--- config.mk ---
export PLATFORM = sky130hd
export DESIGN_NAME = fspi_slave
export DESIGN_NICKNAME = d
export VERILOG_FILES = /design/src/include/fspi_pkg.sv /design/src/rtl/fspi_slave.sv
export SDC_FILE = /design/constraint.sdc
export NUM_CORES = 1
export LEC_CHECK = 0
export BUFFER_PORTS_ARGS = -buffer_cell sky130_fd_sc_hd__buf_2
export CORE_MARGIN = 1
export CORE_UTILIZATION = 64
export CTS_BUF_LIST = sky130_fd_sc_hd__clkbuf_2 sky130_fd_sc_hd__clkbuf_4 sky130_fd_sc_hd__clkbuf_8
export DETAILED_ROUTE_END_ITERATION = 8
export GPL_ROUTABILITY_DRIVEN = 1
export GPL_TIMING_DRIVEN = 0
export PLACE_DENSITY = 0.93
export SLEW_MARGIN = 20
export SYNTH_ARGS = -nofsm -noshare
export SYNTH_HDL_FRONTEND = slang
export SYNTH_SLANG_ARGS = --single-unit
--- constraint.sdc ---
create_clock -name ref_clk -period 7.6 [get_ports ref_clk]
set_input_delay 1.14 -clock ref_clk [delete_from_list [all_inputs] [get_ports ref_clk]]
set_output_delay 1.14 -clock ref_clk [all_outputs]
set_load 0.02 [all_outputs]
--- src/include/fspi_pkg.sv ---
// shared constants and carrier types for the coprocessor slave port
package fspi_pkg;
	localparam logic [3:0] ST_ID = 4'hf;
	localparam logic [3:0] ST_OP = 4'hd;
	localparam logic [3:0] ST_STAT = 4'he;
	localparam logic [1:0] PSEL_16 = 2'h0;
	localparam logic [1:0] PSEL_A = 2'h1;
	localparam logic [1:0] PSEL_B = 2'h3;
	localparam int SW_TRAP_BIT = 0;
	localparam int SW_L_BIT = 2;
	localparam int SW_EQ_BIT = 6;
	localparam int SW_LT_BIT = 7;
	localparam int SW_KIND_BIT = 15;
	localparam logic [31:0] SW_RESET = 32'h0000_0000;
	localparam logic [7:0] ID_DEFAULT = 8'hbe;
	localparam logic [3:0] OPC_CMP = 4'h2;
	localparam logic [3:0] OPC_LOAD_STATUS = 4'h1;
	localparam logic [3:0] OPC_STORE_STATUS = 4'h6;
	localparam logic [3:0] OPC_DOT = 4'h8;
	localparam logic [3:0] OPC_POLY = 4'h9;
	localparam logic [3:0] OPC_ILLEGAL = 4'hf;
	localparam int ADDR_MODE_REG = 0;
	localparam int SDN_A_LONG_HALF = 5;
	localparam int EXEC_CYCLES = 4;

	typedef struct packed {
		logic [7:0] id;
		logic [15:0] opword;
	} fspi_instr_s;

	typedef struct packed {
		logic [31:0] word;
		logic trap;
		logic kind;
		logic eq;
		logic lt;
	} fspi_result_s;
endpackage

--- src/rtl/fspi_slave.sv ---
// coprocessor slave protocol engine, 16-bit and 32-bit variants
`timescale 1ns/1ps
// =====================================================================
module fspi_slave
	import fspi_pkg::*;
#(
	parameter logic [7:0] OWN_ID = ID_DEFAULT // arbitrary value
) (
	input wire logic ref_clk,
	input wire logic sys_rst,
	input wire logic [1:0] proto_sel,
	input wire logic slave_strobe_n_in,
	output logic slave_strobe_n_out,
	output logic slave_strobe_oe,
	input wire logic [3:0] status_code,
	input wire logic [31:0] data_in,
	output logic [31:0] data_out,
	output logic data_oe,
	output logic done_pulse_variant_a_n,
	output logic done_pulse_variant_b_n,
	output logic forced_status_read_n,
	output logic [63:0] accumulator_reg
);
	// phases follow the host's transfer order; an ID transfer can leave any of them
	typedef enum {PH_IDLE, PH_OPWORD, PH_OPND, PH_EXEC, PH_DONE, PH_STAT, PH_RES} fspi_ph_e;

	// number of operand words the host will send for this opword
	function automatic logic [2:0] opnd_words(input logic [15:0] ow, input logic w32);
		logic [2:0] per;
		logic [2:0] n;
		per = 3'h0;
		n = 3'h0;
		if (ow[3:0] == OPC_LOAD_STATUS || ow[3:0] == OPC_STORE_STATUS)
			per = w32 ? 3'h1 : 3'h2;
		else
			per = ow[4] ? (w32 ? 3'h2 : 3'h4) : (w32 ? 3'h1 : 3'h2);
		if (ow[3:0] != OPC_STORE_STATUS && ow[7:5] != 3'(ADDR_MODE_REG))
			n = per;
		if (ow[3:0] != OPC_LOAD_STATUS && ow[3:0] != OPC_STORE_STATUS &&
			ow[10:8] != 3'(ADDR_MODE_REG))
			n = 3'(n + per);
		opnd_words = n;
	endfunction

	// results leave the device only for a memory or host register destination
	function automatic logic dest_outside(input logic [15:0] ow);
		logic [3:0] op;
		op = ow[3:0];
		// compares, status load and accumulator results stay inside
		dest_outside = ow[10:8] != 3'(ADDR_MODE_REG) && op != OPC_CMP &&
			op != OPC_LOAD_STATUS && op != OPC_DOT && op != OPC_POLY;
	endfunction

	// status word assembled from its field positions; every other bit reads zero
	function automatic logic [31:0] pack_status(input fspi_result_s rs);
		logic [31:0] w;
		w = 32'h0;
		w[SW_TRAP_BIT] = rs.trap;
		w[SW_L_BIT] = 1'b0;
		w[SW_EQ_BIT] = rs.eq;
		w[SW_LT_BIT] = rs.lt;
		w[SW_KIND_BIT] = rs.kind;
		pack_status = w;
	endfunction

	// halfword of the result word that the next 16-bit read collects
	function automatic logic [31:0] res_lane(input logic [31:0] word, input logic wide,
		input logic [2:0] left);
		if (wide)
			res_lane = word;
		else if (left[0])
			res_lane = {16'h0, word[31:16]};
		else
			res_lane = {16'h0, word[15:0]};
	endfunction

	// words the host collects in the result read
	function automatic logic [2:0] res_words(input logic [15:0] ow, input logic wide);
		// result size follows the precision bit
		if (ow[4])
			res_words = wide ? 3'h2 : 3'h4;
		else
			res_words = wide ? 3'h1 : 3'h2;
	endfunction

	logic [1:0] strb_sync_q;
	logic strb_prev_q;
	logic [3:0] st_s1_q, st_s2_q;
	logic [31:0] d_s1_q, d_s2_q;
	logic [1:0] psel_s1_q, psel_s2_q;
	fspi_ph_e ph_q;
	fspi_instr_s ins_q;
	logic [2:0] left_q;
	logic [2:0] exec_cnt_q;
	logic [63:0] opa_q;
	fspi_result_s res_q;
	logic early_q;
	logic pend_q;
	logic [2:0] pulse_q;
	logic [2:0] res_left_q;

	wire logic w32 = psel_s2_q[0];
	wire logic fall = strb_prev_q & ~strb_sync_q[1];
	wire logic rise = ~strb_prev_q & strb_sync_q[1];
	wire logic [3:0] opc = ins_q.opword[3:0];
	wire logic is_cmp = opc == OPC_CMP;
	// a trap-capable opcode must wait for its real outcome before done
	// early done eligibility
	wire logic can_early = ins_q.opword[10:8] == 3'(ADDR_MODE_REG) && !is_cmp &&
		opc != OPC_STORE_STATUS && opc != OPC_ILLEGAL;

	// =================================================================
	// input synchronisers
	// code and lanes pass the same two stages as the strobe, so all three line up
	always_ff @(posedge ref_clk) begin
		strb_sync_q <= {strb_sync_q[0], slave_strobe_n_in};
		strb_prev_q <= strb_sync_q[1];
		st_s1_q <= status_code;
		st_s2_q <= st_s1_q;
		d_s1_q <= data_in;
		d_s2_q <= d_s1_q;
		psel_s1_q <= proto_sel;
		psel_s2_q <= psel_s1_q;
	end

	// =================================================================
	// protocol phase
	// every transfer is taken on the trailing edge of the synchronised strobe;
	// code and lanes are delayed alike, so they are still valid at that point
	// even though the host may change them soon after
	always_ff @(posedge ref_clk) begin
		if (sys_rst) begin
			ph_q <= PH_IDLE;
			ins_q <= '0;
			left_q <= 3'h0;
			exec_cnt_q <= 3'h0;
			opa_q <= '0;
			early_q <= 1'b0;
			pend_q <= 1'b0;
			res_left_q <= 3'h0;
		end else begin
			// pend_q keeps a background run alive after an early done
			if (pend_q && exec_cnt_q == 3'h0)
				pend_q <= 1'b0;
			else if (exec_cnt_q != 3'h0)
				exec_cnt_q <= exec_cnt_q - 3'h1;
			// data latched on trailing edge with code seen at that same trailing edge
			if (rise && st_s2_q == ST_ID) begin
				if (w32) begin
					if (d_s2_q[31:24] == OWN_ID) begin
						ins_q <= '{id: d_s2_q[31:24], opword: {d_s2_q[15:8], d_s2_q[23:16]}};
						ph_q <= PH_OPND;
						left_q <= opnd_words({d_s2_q[15:8], d_s2_q[23:16]}, 1'b1);
					end else
						ph_q <= PH_IDLE;
				end else begin
					if (d_s2_q[7:0] == OWN_ID) begin
						ins_q.id <= d_s2_q[7:0];
						ph_q <= PH_OPWORD;
					end else
						ph_q <= PH_IDLE;
				end
			end else if (rise && st_s2_q == ST_OP) begin
				case (ph_q)
					PH_OPWORD: begin
						ins_q.opword <= {d_s2_q[7:0], d_s2_q[15:8]};
						left_q <= opnd_words({d_s2_q[7:0], d_s2_q[15:8]}, 1'b0);
						ph_q <= PH_OPND;
					end
					PH_OPND: begin
						if (left_q != 3'h0) begin
							// upper word first on 32-bit bus, low halfword first on 16
							if (w32)
								opa_q <= {opa_q[31:0], d_s2_q};
							else
								opa_q <= {d_s2_q[15:0], opa_q[63:16]};
							left_q <= left_q - 3'h1;
						end
					end
					PH_RES: begin
						if (res_left_q != 3'h0)
							res_left_q <= res_left_q - 3'h1;
						if (res_left_q == 3'h1)
							ph_q <= PH_IDLE;
					end
					default: ;
				endcase
			end else if (rise && st_s2_q == ST_STAT && ph_q == PH_STAT) begin
				// status must stand until the strobe ends, so the phase moves on the rise
				// result read only when no trap and result leaves the device
				if (!res_q.trap && dest_outside(ins_q.opword)) begin
					ph_q <= PH_RES;
					res_left_q <= res_words(ins_q.opword, w32);
				end else
					ph_q <= PH_IDLE;
			end else begin
				case (ph_q)
					PH_OPND: begin
						// execution waits for the last operand and any prior instruction
						if (left_q == 3'h0 && !pend_q) begin
							exec_cnt_q <= 3'(EXEC_CYCLES);
							early_q <= can_early;
							ph_q <= PH_EXEC;
						end
					end
					PH_EXEC: begin
						// the next start waits on pend_q until this run is over
						// early done: signal now, finish in background
						if (early_q) begin
							pend_q <= 1'b1;
							ph_q <= PH_DONE;
						end else if (exec_cnt_q == 3'h1)
							ph_q <= PH_DONE;
					end
					PH_DONE: ph_q <= (w32 && !res_q.trap && !is_cmp) ?
						(dest_outside(ins_q.opword) ? PH_RES : PH_IDLE) : PH_STAT;
					default: ;
				endcase
				if (ph_q == PH_DONE && w32 && !res_q.trap && !is_cmp)
					res_left_q <= res_words(ins_q.opword, 1'b1);
			end
		end
	end

	// =================================================================
	// execution outcome and status word

	// 16-bit halfwords shift in from the top, 32-bit words from the bottom,
	// so the first operand sits at opposite ends of the shift register
	wire logic [31:0] opnd_first = w32 ? opa_q[63:32] : opa_q[31:0];
	wire logic [31:0] opnd_second = w32 ? opa_q[31:0] : opa_q[63:32];
	// outcome is captured at execution start; no real arithmetic runs here
	always_ff @(posedge ref_clk) begin
		if (sys_rst) begin
			res_q <= '{word: SW_RESET, trap: 1'b0, kind: 1'b0, eq: 1'b0, lt: 1'b0};
			accumulator_reg <= '0;
		end else if (ph_q == PH_OPND && left_q == 3'h0 && !pend_q) begin
			res_q.word <= opnd_first;
			// illegal opcode traps with kind bit set
			res_q.trap <= opc == OPC_ILLEGAL;
			res_q.kind <= opc == OPC_ILLEGAL;
			res_q.eq <= is_cmp && opnd_second == opnd_first;
			res_q.lt <= is_cmp && $signed(opnd_second) < $signed(opnd_first);
			// accumulator, width from the precision bit
			if (opc == OPC_DOT || opc == OPC_POLY)
				accumulator_reg <= ins_q.opword[4] ? opa_q : {32'h0, opnd_first};
		end
	end

	wire logic [31:0] status_word = pack_status(res_q);

	// =================================================================
	// completion signalling
	always_ff @(posedge ref_clk) begin
		if (sys_rst)
			pulse_q <= 3'h0;
		else if (ph_q == PH_DONE)
			// long variant-A pulse for trap or compare
			pulse_q <= (res_q.trap || is_cmp) ? 3'(SDN_A_LONG_HALF) : 3'h1;
		else if (pulse_q != 3'h0)
			pulse_q <= pulse_q - 3'h1;
	end

	// half-clock widths approximated in whole clocks on a single clock
	// variant A: one clock for a clean finish, three for the long form
	always_ff @(posedge ref_clk) begin
		if (sys_rst) begin
			slave_strobe_n_out <= 1'b1;
			slave_strobe_oe <= 1'b0;
			done_pulse_variant_a_n <= 1'b1;
			done_pulse_variant_b_n <= 1'b1;
			forced_status_read_n <= 1'b1;
		end else begin
			slave_strobe_n_out <= !(ph_q == PH_DONE && !w32);
			slave_strobe_oe <= ph_q == PH_DONE && !w32;
			// variant A low in the done cycle and while counter is above 3
			// done cycle plus two counter steps gives three clocks in all
			done_pulse_variant_a_n <= !(psel_s2_q == PSEL_A &&
				(ph_q == PH_DONE || pulse_q > 3'h3));
			// one clock on variant B lines
			done_pulse_variant_b_n <= !(psel_s2_q == PSEL_B && ph_q == PH_DONE &&
				!res_q.trap && !is_cmp);
			forced_status_read_n <= !(psel_s2_q == PSEL_B && ph_q == PH_DONE &&
				(res_q.trap || is_cmp));
		end
	end

	// =================================================================
	// read data path
	always_ff @(posedge ref_clk) begin
		if (sys_rst) begin
			data_out <= '0;
			data_oe <= 1'b0;
		end else if (!strb_sync_q[1] && st_s2_q == ST_STAT && ph_q == PH_STAT) begin
			// status word, zeroed after early done
			data_out <= early_q ? 32'h0 : status_word;
			data_oe <= 1'b1;
		end else if (!strb_sync_q[1] && st_s2_q == ST_OP && ph_q == PH_RES) begin
			// 16-bit results go out a halfword at a time, low half first
			data_out <= res_lane(res_q.word, w32, res_left_q);
			data_oe <= 1'b1;
		end else begin
			// zero while idle so the shared lanes never carry stale status
			data_out <= '0;
			data_oe <= 1'b0;
		end
	end
endmodule

Yosys cells after proc, flatten, opt, wreduce, memory -nomap -nowiden
Cells that the tools add are included.
W data, S select, Z words.
{"block": "totals", "reg_bits": 337, "elab_cells": 254, "in_bits": 41, "output_inout_bits": 102}
{"block": "op_classes", "n_lt_le_gt_ge": 2, "add_sub_neg": 6, "reduce_logical": 78, "bitwise": 5, "n_eq_ne": 47, "mux": 87}
{"cell": "$mux W32", "count": 12}
{"cell": "$mux W3", "count": 48}
{"cell": "$mux W64", "count": 2}
{"cell": "$eq A32 B3 Y1 const B", "count": 3}
{"cell": "$eq A32 B4 Y1 const B", "count": 3}
{"cell": "$pmux W32 S3", "count": 1}
{"cell": "$eq A32 B2 Y1 const B", "count": 2}
{"cell": "$pmux W32 S2", "count": 1}
{"cell": "$mux W11", "count": 5}
{"cell": "$logic_and A1 B1 Y1", "count": 39}
{"cell": "$reduce_bool A3 Y1", "count": 11}
{"cell": "$eq A32 B1 Y1 const B", "count": 1}
{"cell": "$eq A32 B32 Y1", "count": 1}
{"cell": "$lt A32 B32 Y1", "count": 1}
{"cell": "$mux W16", "count": 2}
{"cell": "$eq A4 B4 Y1 const B", "count": 6}
{"cell": "$reduce_and A5 Y1", "count": 4}
{"cell": "$eq A8 B8 Y1 const B", "count": 2}
{"cell": "$ne A4 B4 Y1 const B", "count": 4}
{"cell": "$mux W2", "count": 6}
{"cell": "$ne A4 B1 Y1 const B", "count": 3}
{"cell": "$ne A4 B3 Y1 const B", "count": 3}
{"cell": "$sub A3 B1 Y3 const B", "count": 4}
{"cell": "$logic_not A1 Y1", "count": 9}
{"cell": "other kinds (25)", "count": 52}

Longest topological paths before layout
{"block": "logic_depth", "depth_word": 17, "ltp_mapped": 12, "ltp_nobuf": 10}

Worst setup path after synthesis
Ideal clock, no wire load.
{"block": "synth_timing", "path_type": "reg2reg", "startpoint": "register psel_s2_q[0]", "endpoint": "register res_q[0] (netlist name)", "path_buffers": 4, "slack_ps": 4386, "stages_incl_launch_ff": 13, "setup_time_ps": 59, "synth_period_minus_slack_ps": 3214, "arrival_time_ps": 3154, "path_cell_list": "dfxtp_1 -> buf_4 -> buf_4 -> buf_1 -> buf_1 -> mux2_2 -> ha_1 -> a21oi_1 -> nand2_1 -> a221o_1 -> or3_1 -> a211o_1 -> nand2_1"}
{"block": "synth_between", "elab_chain_cells": 3}
{"item": "start, declared", "line_no": "fspi_slave.sv:90", "text": "logic [1:0] psel_s1_q, psel_s2_q;"}
{"item": "start signal, assigned", "line_no": "fspi_slave.sv:123", "text": "psel_s2_q <= psel_s1_q;"}
{"item": "$mux W32, on equally long branches", "line_no": "fspi_slave.sv:231, fspi_slave.sv:230"}
{"item": "$lt A32 B32 Y1 (*)", "line_no": "fspi_slave.sv:243", "text": "res_q.lt <= is_cmp && $signed(opnd_second) < $signed(opnd_first);"}
{"item": "$logic_and A1 B1 Y1 (*)", "line_no": "fspi_slave.sv:243"}
Mark *: on every way between the ends. The rest lies on a longest branch, timed or not.
A chain may end at the register's enable or synchronous reset.

Worst setup path in the final report
{"block": "layout_timing", "startpoint": "register psel_s2_q[0]", "endpoint": "register res_q[0] (netlist name)"}
{"block": "layout_between", "elab_chain_cells": 3}
{"item": "$mux W32, on equally long branches", "line_no": "fspi_slave.sv:231, fspi_slave.sv:230"}
{"item": "$lt A32 B32 Y1 (*)", "line_no": "fspi_slave.sv:243"}
{"item": "$logic_and A1 B1 Y1 (*)", "line_no": "fspi_slave.sv:243"}
Marked as above.

==> results.json <==
{
  "dieArea_sq_um": 20230,
  "fin_nets": 1652,
  "cap_viol_max_count": 0,
  "cts.sinks": 305,
  "path_class": "reg2reg",
  "clk_latency_ps": 590,
  "routed_wl_um": 38790,
  "wl_per_cell_um": 20.89,
  "synth_edf_count": 0,
  "finalSetupViolCount": 0,
  "root_buffer": "clkbuf_8",
  "worst_slew_pin_slew_ps": 892.9,
  "grt_max_degree": 13,
  "max-clock-path-buffers": 3,
  "hold_viol": 0,
  "synth_fp_nets": 1463,
  "max_freq_ghz": 0.2611,
  "ctsResizeCount": 0,
  "fp-row-count": 50,
  "finalClockSkew_ps": 33.93,
  "n_fill_cell": 1409,
  "crit_family": "buffers and inverters",
  "slew_violations": 0,
  "initial_core_util_pct": 66.19,
  "syn_inst": 1376,
  "startpoint_type": "register",
  "status": "complete, no violations",
  "r2r_start": "psel_s2_q[0]$_DFF_P_",
  "avgSynthCellArea_sq_um": 9.148,
  "worstPathMaxFanout": 10,
  "vdd_drop_max_mv": 0.1834,
  "cp.required_ps": 8130,
  "ant_nets": 0,
  "cts_hold_buf": 0,
  "grt_setup_unrepaired": "no",
  "crit_buf_inv": 4,
  "slowest_stage": "buf_1",
  "end_kind": "register",
  "die_h_um": 142.2,
  "firstDrtPassIters": 6,
  "grt_pass1_wl_um": 58970,
  "synth_cell_type_count": 67,
  "hp-class": "reg2reg",
  "cts_tree": "built",
  "cpPeakStageDelay_ps": 540,
  "die_width_um": 142.2,
  "syn2layout_area_growth_pct": 16.24,
  "crit_start": "psel_s2_q[0]$_DFF_P_",
  "max_slew_margin_pct": 40.47,
  "layout-drive-gt1-share_pct": 18.60,
  "ctsHtreeMaxLevel": 2,
  "critPathArrivalTime_ps": 4360,
  "syn_area_sq_um": 12590,
  "cp_cell_sequence": "buf_4 > buf_4 > buf_1 > buf_1 > mux2_2 > ha_1 > a21oi_1 > o21ai_0 > a221o_1 > or3_1 > a211o_1 > nand2_1",
  "ys_seq_area_share_pct": 48.50,
  "place_ws_ps": 3829,
  "finalSetupTns_ps": 0,
  "core-area_sq_um": 19020,
  "ys_async_sr_fraction_pct": 0,
  "overflow": 0,
  "drc": 0,
  "ios": 143,
  "place_hpwl_um": 28790,
  "clk_pin_slew_ps": 70,
  "final_util_pct": 76.94,
  "min_period_ps": 3830,
  "drt_iter0_markers": 1243,
  "power_density_nw_per_um2": 255.5,
  "setup_slack_ps": 3770,
  "antenna_found_initial": 0,
  "insertedDiodeCount": 0,
  "synthFlopType": "dfxtp_1",
  "p_leak_uw": 0.005954,
  "synth_seq_cells": 305,
  "grt.total_usage_pct": 38.67,
  "yosys_warnings": 0,
  "gp_congestion": 0.9888,
  "io_buffers": 141,
  "vias_per_cell": 6.176,
  "grt_pass1_vias": 10915,
  "vias": 11469,
  "finalCritPeriodShare_pct": 50.40,
  "min_from": "d_s1_q[22]$_DFF_P_",
  "cts_setup_buffers": 0,
  "cts_buffers": 46
}
[cell families after synthesis]
logic type / count (synthesis) / synth area share [%]
buf+inv: 115 / 3.946
flops: 305 / 48.50
compound gates: 319 / 15.81
fa+ha+maj: 46 / 4.572
simple gates: 463 / 16.75
mux: 123 / 10.07
xor+xnor: 5 / 0.3479
[worst reg2reg max path, cell delays in order, from the launching register on]
cell and delay [ps]:
dfxtp_1 350, buf_4 180, buf_4 230, buf_1 390
buf_1 540, mux2_2 420, ha_1 310, a21oi_1 160
o21ai_0 100, a221o_1 300, or3_1 450, a211o_1 310
nand2_1 60
[power by group]
group | total, uW | switching [uW] | internal (uW)
clock | 1440 | 620 | 824
combinational | 495 | 310 | 185
sequential | 1800 | 93.9 | 1710
[final timing paths]
check / endpoint / slack (ps) / cells past startpoint
worst max-delay path: res_q[0]$_SDFFE_PP0P_ / 3770 / 12
worst min-delay path: d_s2_q[22]$_DFF_P_ / 320 / 0
worst max register to register: res_q[0]$_SDFFE_PP0P_ / 3770 / 12
worst min register to register: d_s2_q[22]$_DFF_P_ / 320 / 0
[cell type report]
| class | count | area [sq um] | area share [%] |
|---|---|---|---|
| Buffer | 95 | 421.7 | 2.882 |
| Clock buffer | 74 | 949.7 | 6.490 |
| Clock inverter | 6 | 63.81 | 0.4361 |
| Inverter | 20 | 75.07 | 0.5130 |
| Multi-Input combinational cell | 956 | 5986 | 40.91 |
| Sequential cell | 305 | 6106 | 41.73 |
| Tap cell | 260 | 325.3 | 2.223 |
| Timing Repair Buffer | 141 | 705.7 | 4.823 |
[metal layers]
layer | part of all wire, % | global-route usage, %
met2 | 44 | 60.96
met5 | 0 | 0
met1 | 38 | 48.78
met3 | 11 | 7.436
met4 | 7.0 | 24.56
[placed cells by master (no fill, tap or decap), types with 5 or more instances in the layout]
| cell | Yosys | routed |
|---|---|---|
| a211oi_1 | 105 | 105 |
| a21oi_1 | 122 | 122 |
| a31oi_1 | 6 | 6 |
| and3_1 | 22 | 22 |
| buf_1 | 15 | 15 |
| buf_2 | 21 | 162 |
| buf_4 | 10 | 10 |
| clkbuf_1 | 48 | 48 |
| clkbuf_4 | 0 | 11 |
| clkbuf_8 | 0 | 63 |
| dfxtp_1 | 305 | 305 |
| ha_1 | 46 | 46 |
| inv_1 | 19 | 19 |
| mux2_2 | 29 | 29 |
| mux2i_1 | 94 | 94 |
| nand2_1 | 186 | 186 |
| nand2b_1 | 7 | 7 |
| nand3_1 | 40 | 40 |
| nand3b_1 | 5 | 5 |
| nand4_1 | 12 | 12 |
| nor2_1 | 134 | 134 |
| nor2b_1 | 12 | 12 |
| nor3_1 | 11 | 11 |
| nor4_1 | 6 | 6 |
| o21ai_0 | 52 | 52 |
| or3_1 | 5 | 5 |
[cell usage after synthesis (4+ instances only)]
| library cell | n | area, sq um |
|---|---|---|
| or3_1 | 5 | 31.28 |
| ha_1 | 46 | 575.6 |
| a21oi_1 | 122 | 610.6 |
| a211oi_1 | 105 | 788.3 |
| a311oi_1 | 4 | 35.03 |
| nand2b_1 | 7 | 43.79 |
| nor4_1 | 6 | 37.54 |
| buf_1 | 15 | 56.30 |
| and3_1 | 22 | 137.6 |
| o21ai_0 | 52 | 260.3 |
| inv_1 | 19 | 71.32 |
| nor2b_1 | 12 | 75.07 |
| a31oi_1 | 6 | 37.54 |
| nand2_1 | 186 | 698.2 |
| mux2i_1 | 94 | 940.9 |
| clkbuf_1 | 48 | 180.2 |
| nand4_1 | 12 | 75.07 |
| nor2_1 | 134 | 503.0 |
| buf_4 | 10 | 75.07 |
| nand3b_1 | 5 | 37.54 |
| nor3_1 | 11 | 55.05 |
| buf_2 | 21 | 105.1 |
| mux2_2 | 29 | 326.6 |
| nand3_1 | 40 | 200.2 |
| dfxtp_1 | 305 | 6106 |
[per-stage QoR]
stage,hold WS [ps],cell area (sq um),total power [uW],instances
after floorplan,309.6,12590,2159,1376
after global placement,310.7,13620,2286,1777
after detailed placement,312.1,13620,2306,1777
after CTS,320.8,14630,3729,1857
after global routing,321.9,14630,3876,1857
final,320.4,14630,3739,1857
(Power assumes the default switching activity.)
